## src/design/ilc_consts.svh

```systemverilog
// Constants for the four-lane link configuration framer.
`ifndef ILC_CONSTS_SVH
`define ILC_CONSTS_SVH
`define ILC_LANES       4
`define ILC_CFG_OCTETS  14
`define ILC_ILA_MF      4
`define ILC_CFG_MF      2'h1
`define ILC_RST_F       8'h00
`define ILC_RST_K       5'h10
`define ILC_RST_L       5'h03
`define ILC_RST_M       8'h01
`define ILC_RST_N       5'h0F
`define ILC_RST_NP      5'h0F
`define ILC_RST_S       5'h00
`define ILC_RST_JESDV   3'h1
`define ILC_RST_SUBCL   3'h2
`define ILC_RST_HD      1'h1
`define ILC_K28_5       8'hBC
`define ILC_K28_0       8'h1C
`define ILC_K28_3       8'h7C
`define ILC_K28_4       8'h9C
`define ILC_K28_7       8'hFC
`define ILC_FIFO_DEPTH  4
`endif

```

## src/design/ilc_pkg.sv

```systemverilog
// Types for the four-lane link configuration framer.
`default_nettype none
package ilc_pkg;
   // One octet on all four lanes, with control-character flags.
   typedef struct packed {
      logic [3:0][7:0] data;
      logic [3:0]      is_k;
   } ilc_word_t;
   // Link parameters that software-side logic may program.
   typedef struct packed {
      logic [7:0] f_m1;
      logic [4:0] k_m1;
      logic [7:0] m_m1;
      logic [4:0] s_m1;
      logic       scr;
      logic       phadj;
   } ilc_cfg_t;
   typedef enum logic [1:0] {ILC_CGS, ILC_WAIT, ILC_ILA, ILC_DATA} ilc_state_t;
endpackage
`default_nettype wire

```

## src/design/ilc_fifo.sv

```systemverilog
// Small valid/ready FIFO for the lane octet stream.
`default_nettype none
module ilc_fifo #(
   parameter int WIDTH = 8,
   parameter int DEPTH = 4
) (
   input  wire logic             clk_sys,
   input  wire logic             arst_n,
   input  wire logic             in_valid,
   output logic                  in_ready,
   input  wire logic [WIDTH-1:0] in_data,
   output logic                  out_valid,
   input  wire logic             out_ready,
   output logic      [WIDTH-1:0] out_data
);
   localparam int AW = $clog2(DEPTH);
   logic [WIDTH-1:0] mem [DEPTH];
   logic [AW-1:0]    wr_reg, wr_next, rd_reg, rd_next;
   logic [AW:0]      cnt_reg, cnt_next;
   logic             push, pop;

   // Pointer and fill-count update; full and empty follow the count exactly.
   always_comb begin
      push     = in_valid && (cnt_reg != AW'(0) + (AW+1)'(DEPTH));
      pop      = out_valid && out_ready;
      wr_next  = push ? wr_reg + AW'(1) : wr_reg;
      rd_next  = pop ? rd_reg + AW'(1) : rd_reg;
      cnt_next = cnt_reg + (AW+1)'(push) - (AW+1)'(pop);
   end

   always_ff @(posedge clk_sys or negedge arst_n) begin
      if (!arst_n) begin
         wr_reg  <= '0;
         rd_reg  <= '0;
         cnt_reg <= '0;
      end else begin
         wr_reg  <= wr_next;
         rd_reg  <= rd_next;
         cnt_reg <= cnt_next;
      end
   end

   // Storage has no reset; its output word is only valid while the count says it holds data.
   always_ff @(posedge clk_sys) begin
      if (push) begin
         mem[wr_reg] <= in_data;
      end
   end

   assign in_ready  = (cnt_reg != (AW+1)'(DEPTH));
   assign out_valid = (cnt_reg != '0);
   assign out_data  = mem[rd_reg];
endmodule
`default_nettype wire

```

## src/design/ilc_framer.sv

```systemverilog
// Four-lane initial lane alignment framer with link configuration octets.
`include "ilc_consts.svh"
`default_nettype none
module ilc_framer (
   input  wire logic          clk_sys,
   input  wire logic          arst_n,
   input  wire logic          sync_n,
   input  wire logic          mf_start,
   input  wire logic          cfg_load,
   input  wire ilc_pkg::ilc_cfg_t cfg_in,
   input  wire ilc_pkg::ilc_word_t data_in,
   output logic               data_ready,
   output ilc_pkg::ilc_word_t lane_out,
   output logic               lane_valid,
   input  wire logic          lane_ready,
   output logic               ila_active,
   output logic               link_up
);
   import ilc_pkg::*;

   ilc_state_t st_reg, st_next;
   ilc_cfg_t   cfg_reg, cfg_next;
   logic [1:0] mf_reg, mf_next;
   logic [4:0] fr_reg, fr_next;
   logic       s1_reg, s2_reg;
   ilc_word_t  word;
   logic       fifo_in_ready, fifo_out_valid, push;
   ilc_word_t  fifo_out;
   ilc_word_t  out_reg, out_next;
   logic       ov_reg, ov_next, up_reg, up_next, ila_reg, ila_next;
   // Local copy of the FIFO fill, kept in step with every push and pop.
   logic       rdy_next, fifo_pop;
   logic [2:0] fill_reg, fill_next;

   // Octet n of the configuration block for lane `lane`.
   function automatic logic [7:0] cfg_octet(input ilc_cfg_t c, input logic [4:0] lane, input logic [3:0] n);
      logic [7:0] o;
      o = 8'h00;
      case (n)
         4'h0: o = 8'h00;
         4'h1: o = 8'h00;
         4'h2: o = {2'b00, c.phadj, lane};
         4'h3: o = {c.scr, 2'b00, `ILC_RST_L};
         4'h4: o = c.f_m1;
         4'h5: o = {3'b000, c.k_m1};
         4'h6: o = c.m_m1;
         4'h7: o = {3'b000, `ILC_RST_N};
         4'h8: o = {`ILC_RST_SUBCL, `ILC_RST_NP};
         4'h9: o = {`ILC_RST_JESDV, c.s_m1};
         4'hA: o = {`ILC_RST_HD, 7'h00};
         default: o = 8'h00;
      endcase
      return o;
   endfunction

   // Checksum adds the field values themselves, not the packed octets, in an 8-bit sum that wraps at 256.
   // Fields that always go out as zero (bank, device, control, reserved) add nothing and are left out.
   // The lane identifier is the only term that differs from lane to lane.
   function automatic logic [7:0] cfg_sum(input ilc_cfg_t c, input logic [4:0] lane);
      logic [7:0] s;
      s = 8'(lane) + 8'(c.phadj) + 8'(c.scr) + 8'(`ILC_RST_L) + c.f_m1;
      s = s + 8'(c.k_m1) + c.m_m1 + 8'(`ILC_RST_N) + 8'(`ILC_RST_NP);
      s = s + 8'(`ILC_RST_SUBCL) + 8'(`ILC_RST_JESDV) + 8'(c.s_m1) + 8'(`ILC_RST_HD);
      return s;
   endfunction

   // Sync pin arrives from the receiver's domain, so it is double flopped.
   always_ff @(posedge clk_sys or negedge arst_n) begin
      if (!arst_n) begin
         s1_reg <= 1'b0;
         s2_reg <= 1'b0;
      end else begin
         s1_reg <= sync_n;
         s2_reg <= s1_reg;
      end
   end

   // Sequencer: commas, wait for boundary, four alignment multiframes, data.
   always_comb begin
      st_next  = st_reg;
      mf_next  = mf_reg;
      fr_next  = fr_reg;
      cfg_next = cfg_reg;
      word     = '0;
      push     = 1'b0;
      if (cfg_load && st_reg == ILC_CGS) begin
         cfg_next = cfg_in;
      end
      for (int l = 0; l < `ILC_LANES; l++) begin
         word.data[l] = `ILC_K28_5;
         word.is_k[l] = 1'b1;
      end
      case (st_reg)
         ILC_CGS: begin
            push = fifo_in_ready;
            if (s2_reg && push) begin
               st_next = ILC_WAIT;
            end
         end
         ILC_WAIT: begin
            // A boundary pulse that meets a full FIFO is skipped; the next one that finds room starts alignment.
            push = fifo_in_ready;
            if (push && mf_start) begin
               st_next = ILC_ILA;
               mf_next = 2'h0;
               fr_next = 5'h00;
               push    = 1'b0;
            end
         end
         ILC_ILA: begin
            push = fifo_in_ready;
            for (int l = 0; l < `ILC_LANES; l++) begin
               word.data[l] = 8'h00;
               word.is_k[l] = 1'b0;
               // Frame 1 marks the block and frames 2 to 15 carry its fourteen octets; the ILC_K28_3 at frame k_m1 overrides any of them.
               if (mf_reg == `ILC_CFG_MF && fr_reg < 5'(`ILC_CFG_OCTETS + 2)) begin
                  // Configuration only inside the second multiframe.
                  word.data[l] = (fr_reg == 5'd1) ? `ILC_K28_4 : 8'h00;
                  word.is_k[l] = (fr_reg == 5'd1);
                  if (fr_reg >= 5'd2) begin
                     word.data[l] = (fr_reg == 5'd15) ? cfg_sum(cfg_reg, 5'(l))
                                  : cfg_octet(cfg_reg, 5'(l), 4'(fr_reg - 5'd2));
                  end
                  if (fr_reg == 5'd15) begin
                     word.data[l] = cfg_sum(cfg_reg, 5'(l));
                  end
               end
               if (fr_reg == 5'h00) begin
                  word.data[l] = `ILC_K28_0;
                  word.is_k[l] = 1'b1;
               end
               if (fr_reg == cfg_reg.k_m1) begin
                  word.data[l] = `ILC_K28_3;
                  word.is_k[l] = 1'b1;
               end
            end
            if (push) begin
               fr_next = fr_reg + 5'h01;
               if (fr_reg == cfg_reg.k_m1) begin
                  fr_next = 5'h00;
                  mf_next = mf_reg + 2'h1;
                  if (mf_reg == 2'(`ILC_ILA_MF - 1)) begin
                     st_next = ILC_DATA;
                  end
               end
            end
         end
         default: begin
            word = data_in;
            push = fifo_in_ready;
         end
      endcase
      // Receiver reasserting sync restarts code group synchronisation.
      if (!s2_reg) begin
         st_next = ILC_CGS;
      end
   end

   // Output stage keeps every top-level output on a flip-flop.
   always_comb begin
      out_next = out_reg;
      ov_next  = ov_reg;
      if (!ov_reg || lane_ready) begin
         out_next = fifo_out;
         ov_next  = fifo_out_valid;
      end
      up_next  = (st_next == ILC_DATA);
      ila_next = (st_next == ILC_ILA);
      // The fill copy lets data_ready promise the next push exactly; a registered copy of the
      // FIFO's own ready would lag a cycle and drop or invent user words under back-pressure.
      fifo_pop  = fifo_out_valid && (!ov_reg || lane_ready);
      fill_next = fill_reg + 3'(push) - 3'(fifo_pop);
      rdy_next  = (st_next == ILC_DATA) && (fill_next != 3'(`ILC_FIFO_DEPTH));
   end

   // Registers only; every next value comes from the two processes above.
   always_ff @(posedge clk_sys or negedge arst_n) begin
      if (!arst_n) begin
         st_reg  <= ILC_CGS;
         mf_reg  <= 2'h0;
         fr_reg  <= 5'h00;
         cfg_reg <= '{f_m1: `ILC_RST_F, k_m1: `ILC_RST_K, m_m1: `ILC_RST_M,
                      s_m1: `ILC_RST_S, scr: 1'b0, phadj: 1'b0};
         out_reg <= '0;
         ov_reg  <= 1'b0;
         up_reg  <= 1'b0;
         ila_reg <= 1'b0;
         data_ready <= 1'b0;
         fill_reg <= 3'h0;
      end else begin
         st_reg  <= st_next;
         mf_reg  <= mf_next;
         fr_reg  <= fr_next;
         cfg_reg <= cfg_next;
         out_reg <= out_next;
         ov_reg  <= ov_next;
         up_reg  <= up_next;
         ila_reg <= ila_next;
         data_ready <= rdy_next;
         fill_reg <= fill_next;
      end
   end

   ilc_fifo #(
      .WIDTH ($bits(ilc_word_t)),
      .DEPTH (`ILC_FIFO_DEPTH)
   ) u_fifo (
      .clk_sys   (clk_sys),
      .arst_n    (arst_n),
      .in_valid  (push),
      .in_ready  (fifo_in_ready),
      .in_data   (word),
      .out_valid (fifo_out_valid),
      .out_ready (!ov_reg || lane_ready),
      .out_data  (fifo_out)
   );

   assign lane_out   = out_reg;
   assign lane_valid = ov_reg;
   assign link_up    = up_reg;
   assign ila_active = ila_reg;
endmodule
`default_nettype wire

```

## config.mk

```make
export PLATFORM = sky130hd
export DESIGN_NAME = ilc_framer
export DESIGN_NICKNAME = d
export VERILOG_FILES = /design/src/design/ilc_pkg.sv /design/src/design/ilc_fifo.sv /design/src/design/ilc_framer.sv
export VERILOG_INCLUDE_DIRS = /design/src /design/src/design
export SDC_FILE = /design/constraint.sdc
export NUM_CORES = 1
export LEC_CHECK = 0
export BUFFER_PORTS_ARGS = -buffer_cell sky130_fd_sc_hd__buf_2
export CORE_MARGIN = 2
export CORE_UTILIZATION = 35
export DETAILED_ROUTE_END_ITERATION = 8
export HOLD_SLACK_MARGIN = 0.12
export SLEW_MARGIN = 20
export SYNTH_ARGS = -nofsm -noshare
export SYNTH_HDL_FRONTEND = slang
export SYNTH_SLANG_ARGS = --single-unit
```

## constraint.sdc

```tcl
create_clock -name clk_sys -period 4.5 [get_ports clk_sys]
set_input_delay 0.45 -clock clk_sys [delete_from_list [all_inputs] [get_ports clk_sys]]
set_output_delay 0.45 -clock clk_sys [all_outputs]
set_load 0.1 [all_outputs]
```

### Yosys cells after proc, flatten, opt, wreduce, memory -nomap -nowiden

Memories as Yosys holds them, arrays and structs flattened. A register that Yosys moved wholly into a read port is not among the register bits.
Index checks and enable logic that the tools add are counted.

* shift-type cells: 0
* reduce and logical (&&, ||, !) cells: 17
* mux-type cells: 48
* bitwise operators: 0
* $add $sub $neg: 56
* divide/modulo/power cells: 0
* $lt $le $gt $ge: 2
* equal/unequal tests: 23
* multipliers: 0

Operators with widths (count)
* $pmux W8 S9: 4
* $mux W8: 21
* $pmux W36 S2: 1
* $add A8 B1 Y8 const B: 8
* $add A8 B4 Y8 const B: 8
* $add A8 B5 Y8: 8
* $add A8 B2 Y8 const B: 4
* $add A8 B8 Y8: 4
* $mux W2: 9
* $add A5 B8 Y8: 2
* $eq A4 B3 Y1 const B: 4
* $mux W5: 3
* $eq A4 B4 Y1 const B: 3
* $add A4 B2 Y5 const B: 2
* $pmux W5 S2: 1
* $add A3 B1 Y4: 2
* $add A3 B8 Y8: 1
* $add A4 B8 Y8: 1
* $eq A2 B2 Y1 const B: 4
* $eq A4 B2 Y1 const B: 2
* $logic_and A1 B1 Y1: 7
* $mux W1: 7
* $add A2 B1 Y2 const B: 3
* $add A2 B1 Y3 const A: 2
* other kinds (28): 35

* bits in latches: 0
* bits in registers: 53
* memories kept: 1
* memory bits (writable): 144
* ROM bits: 0

Memory list
* u_fifo.mem: depth 4, bits a word 36, rd ports 1, clocked after memory_dff 1, wr ports 1, line ilc_fifo.sv:17 `logic [WIDTH-1:0] mem [DEPTH];`

### Logic depth before layout (Yosys ltp)

* word-level depth: 17
* gate-level depth with buffers: 14
* gate-level depth less buffers: 14

### By module

A second synthesis with hierarchy kept.

* cells, all modules: 855
* area total of the unflattened synthesis: 11920.2 µm²

Modules (own cells, without submodules)
* ilc_framer: area an instance 6237.2 µm², cells an instance 625, sequential area each 2054.5 µm², times used 1
* ilc_fifo: area an instance 5683.0 µm², cells an instance 230, sequential area each 4499.3 µm², times used 1

### Worst setup path after synthesis

Ideal clock, no wire load.

* path kind: register to register
* from: register cfg_reg[0] (netlist bit)
* to: memory u_fifo.mem[0][19] (netlist bit) (data pin)
* data arrival time: 3.349 ns
* clock period less this slack: 3.652 ns
* buffers on the path: 0
* setup slack: 0.848 ns
* library setup time: 0.303 ns
* stages on the path, launching flop included: 14
* cells stage by stage: dfrtp_1 > fa_1 > inv_1 > fa_1 > fa_1 > inv_1 > ha_1 > fa_1 > a21o_1 > a21oi_1 > nor2b_1 > o22ai_1 > xnor2_1 > a41oi_1

* longest elaborated chain between the ends: 17

RTL lines
* from (decl): line ilc_framer.sv:22 `ilc_cfg_t cfg_reg, cfg_next;`
* from (signal assigned): line ilc_framer.sv:182 `` cfg_reg <= '{f_m1: `ILC_RST_F, k_m1: `ILC_RST_K, m_m1: `ILC_RST_M, ``
* from (signal assigned): line ilc_framer.sv:194 `cfg_reg <= cfg_next;`
* $add A1 B1 Y2: line ilc_framer.sv:61 `` s = 8'(lane) + 8'(c.phadj) + 8'(c.scr) + 8'(`ILC_RST_L) + c.f_m1; ``
* $add A2 B1 Y3: line ilc_framer.sv:61
* $add A3 B2 Y4: line ilc_framer.sv:61
* $add A4 B8 Y8: line ilc_framer.sv:61
* $add A8 B5 Y8: line ilc_framer.sv:62 `` s = s + 8'(c.k_m1) + c.m_m1 + 8'(`ILC_RST_N) + 8'(`ILC_RST_NP); ``
* $add A8 B8 Y8: line ilc_framer.sv:62
* $add A8 B4 Y8 (2 in a row): line ilc_framer.sv:62
* $add A8 B2 Y8: line ilc_framer.sv:63 `` s = s + 8'(`ILC_RST_SUBCL) + 8'(`ILC_RST_JESDV) + 8'(c.s_m1) + 8'(`ILC_RST_HD); ``
* $add A8 B1 Y8: line ilc_framer.sv:63
* $add A8 B5 Y8: line ilc_framer.sv:63
* $add A8 B1 Y8: line ilc_framer.sv:63
* $mux W8: line ilc_framer.sv:124 `if (fr_reg == 5'd15) begin`
* $mux W8: line ilc_framer.sv:116 `` if (mf_reg == `ILC_CFG_MF && fr_reg < 5'(`ILC_CFG_OCTETS + 2)) begin ``
* $mux W8: line ilc_framer.sv:128 `if (fr_reg == 5'h00) begin`
* $mux W8: line ilc_framer.sv:132 `if (fr_reg == cfg_reg.k_m1) begin`
* $pmux W36 S2: line ilc_framer.sv:93 `case (st_reg)`
* via u_fifo.in_data[19]: line ilc_fifo.sv:11 `input wire logic [WIDTH-1:0] in_data,`
* to (decl): line ilc_fifo.sv:17

The timed path passes the listed nets, and every way through them passes these cells.

### Worst setup path after layout

* from: register cfg_reg[0] (netlist bit)
* to: memory u_fifo.mem[2][19] (netlist bit) (data pin)

The elaborated chain is that of the path after synthesis.

==> metrics.cfg <==
[yosys]
synth-edff-count=144
synth_top_family_by_area=multiplexers
synth-async-reset-ratio_pct=38.2
synthMuxAreaShare_pct=11.1
ys_seq_elements=233
synthFlopType=edfxtp_1
syn_area_um2=11900
syn_avg_cell_area_um2=13.7
synth_compound_area_share_pct=9.58
ys_warn_count=0
synth_adder_area_share_pct=11.1
synthCells=869
synth_xor_area_share_pct=2.49
synth_cell_types=74
syn_nets=1026
synth-seq-area-share_pct=55.0
yosys.area_share.simple_pct=6.60

[run]
maxCapViolCount=0

[timing]
min_period_ns=3.97
clock_skew_ns=0.0159
timing.slew.headroom_pct=35.8
hold_viol=0
tightest_slew_ns=0.963
fin_crit_sh_pct=88.2
fmax_mhz=252
tns_ns=0
finalSetupViolCount=0
finalMaxSlewViolations=0
rsz0062_at_grt=no

[floorplanning]
die_w_um=189
die_h_um=189
start_util_pct=35.6
ios=110
rows=67
core-area_um2=33500
die_area_um2=35600

[setup_path]
cp_max_fo=4
r2r_end=u_fifo.mem[2][19]$_DFFE_PP_
crit_top_cell=fa_1
cp_num_buf_inv=2
critPathRequiredTime_ns=4.81
worst_path_max_delay_cell=fa_1
path_cells=fa_1 > inv_1 > fa_1 > fa_1 > inv_1 > ha_1 > fa_1 > a21o_1 > a21oi_1 > nor2b_1 > o22ai_1 > xnor2_1 > a41oi_1
r2r_setup_slack_ns=0.53
cpPeakStageDelay_ns=0.51
worst-setup-path-type=flip-flop to flip-flop
crit_path_start_kind=flip-flop
worstReg2RegStart=cfg_reg[0]$_DFFE_PN0P_
end_kind=flip-flop
cp.arrival_ns=4.28
critical-path-top-delay-family=adder cells
r2r_cells=13

[routing]
avgViaCountPerCell=4.99
ant_nets=0
dr.first_iter.drc_count=588
routedWlPerCell_um=19.4
vias=7304
finalWirelength_um=28300
first_pass_iters=5
drc=0

[cts]
cts.sinks=233
cts_root_buffer=clkbuf_16
cts.clk_slew.worst_paths_ns=0.06
cts.repair.resized=0
numCtsBuffers=25
h-tree-depth=1
cts_setup_buffers=0
clockBufferDepth=3
cts-hold-fix-buffers=15
cts_tree=built
clock_latency_ns=0.54

[finish]
fin_nets=1153
num_antenna_cells=0
largest_reg_flops=144
area_growth_pct=16.4
drive_above_1_share_pct=26.1

[placed_design]
dp_hpwl_um=20700
place_congestion=0.901
io_buffers=109

[worst_hold_path]
hold_class=primary input to flip-flop
whs_endpoint=cfg_reg[11]$_DFFE_PN0P_
min-delay-start=cfg_in[11]
holdPathStages=2

[global_route]
grt_max_degree=56
grt_pass1_vias=7400
grt_pass1_wl_um=43800
grt_usage_pct=16.1
overflow=0
antenna_found_initial=0

[outcome]
status=completed

## synthesized netlist by cell type, drive strengths merged (5+ instances only)
cell type | n | share of area, %
a211oi | 6 | 0.42
a21o | 16 | 1.0
a21oi | 30 | 1.3
a22oi | 6 | 0.38
a41oi | 5 | 0.52
and2 | 5 | 0.27
and3 | 8 | 0.43
buf | 10 | 0.55
clkbuf | 25 | 1.1
dfrtp | 87 | 18
edfxtp | 144 | 36
fa | 31 | 5.2
ha | 56 | 5.9
inv | 78 | 2.5
mux2 | 44 | 4.2
mux4 | 36 | 6.8
nand2 | 62 | 2.0
nand2b | 11 | 0.70
nand3 | 8 | 0.34
nor2 | 37 | 1.2
nor2b | 9 | 0.47
nor3 | 9 | 0.46
o21ai | 44 | 1.9
o21bai | 6 | 0.38
o221a | 5 | 0.47
xnor2 | 25 | 1.9
xor2 | 8 | 0.59
## logic make-up after synthesis
| group | after synthesis |
|---|---|
| AO/OA/AOI/OAI | 160 |
| XOR/XNOR | 33 |
| adder cells (fa/ha/maj) | 87 |
| buffers and inverters | 113 |
| flip-flops | 233 |
| multiplexers | 82 |
| AND/OR/NAND/NOR | 161 |
## worst max path at each step
stage                                      start                           to  slack (ns)  depth (start not counted)
after detailed placement  cfg_reg[0]$_DFFE_PN0P_  u_fifo.mem[1][19]$_DFFE_PP_        0.55                         13
after CTS                 cfg_reg[0]$_DFFE_PN0P_  u_fifo.mem[2][19]$_DFFE_PP_        0.54                         13
after floorplan           cfg_reg[0]$_DFFE_PN0P_  u_fifo.mem[0][19]$_DFFE_PP_        0.85                         13
after global routing      cfg_reg[0]$_DFFE_PN0P_  u_fifo.mem[2][19]$_DFFE_PP_        0.33                         13
final                     cfg_reg[0]$_DFFE_PN0P_  u_fifo.mem[2][19]$_DFFE_PP_        0.53                         13
after global placement    cfg_reg[0]$_DFFE_PN0P_  u_fifo.mem[0][19]$_DFFE_PP_        0.64                         13
## cell usage in the layout, fill, tap and decap left out, drive strengths merged, types with 4 or more instances in the layout
| cell type | n |
|---|---|
| edfxtp | 144 |
| buf | 120 |
| dfrtp | 87 |
| inv | 79 |
| nand2 | 62 |
| ha | 56 |
| mux2 | 44 |
| o21ai | 44 |
| nor2 | 37 |
| mux4 | 36 |
| clkbuf | 34 |
| fa | 31 |
| a21oi | 30 |
| xnor2 | 25 |
| a21o | 16 |
| dlygate4sd3 | 15 |
| nand2b | 11 |
| nor2b | 9 |
| nor3 | 9 |
| clkinv | 9 |
| xor2 | 8 |
| nand3 | 8 |
| and3 | 8 |
| o21bai | 6 |
| a22oi | 6 |
| a211oi | 6 |
| o221a | 5 |
| a41oi | 5 |
| and2 | 5 |
| a32oi | 4 |
| o22a | 4 |
| o221ai | 4 |
## layout make-up
class	count	area, um2
fill	3190	19700
sequential	233	6560
multi-input combinational	523	4890
timing repair buffer	135	781
clock buffer	34	669
tap	448	561
inverter	78	293
clock inverter	12	124
## stage by stage
stage | util [%] | hold slack, ns | setup slack, ns | instances | cell area (um2)
finish | 41.4 | 0.139 | 0.533 | 1463 | 13900
global route | 41.4 | 0.129 | 0.332 | 1463 | 13900
CTS | 41.4 | 0.120 | 0.544 | 1463 | 13900
detailed placement | 38.6 | 0.340 | 0.552 | 1402 | 12900
global placement | 38.5 | 0.339 | 0.642 | 1402 | 12900
floorplan | - | 0.154 | 0.848 | 869 | 11900
## metal layers
layer  share of wire, %  track usage, %
met1                 48            23.5
met2                 45            25.5
met3                5.4            2.61
met4                1.9            3.40
met5                  0               0
## worst register-to-register path, cell delays in order (launching register included)
cell     delay [ns]
dfrtp_1        0.41
fa_1           0.44
inv_1          0.11
fa_1           0.44
fa_1           0.51
inv_1          0.04
ha_1           0.24
fa_1           0.42
a21o_1         0.20
a21oi_1        0.21
nor2b_1        0.08
o22ai_1        0.17
xnor2_1        0.09
a41oi_1        0.39
Power is left out: the tool's default activity adds up to more than one toggle a clock period on the data nets, which glitch-free logic cannot reach.
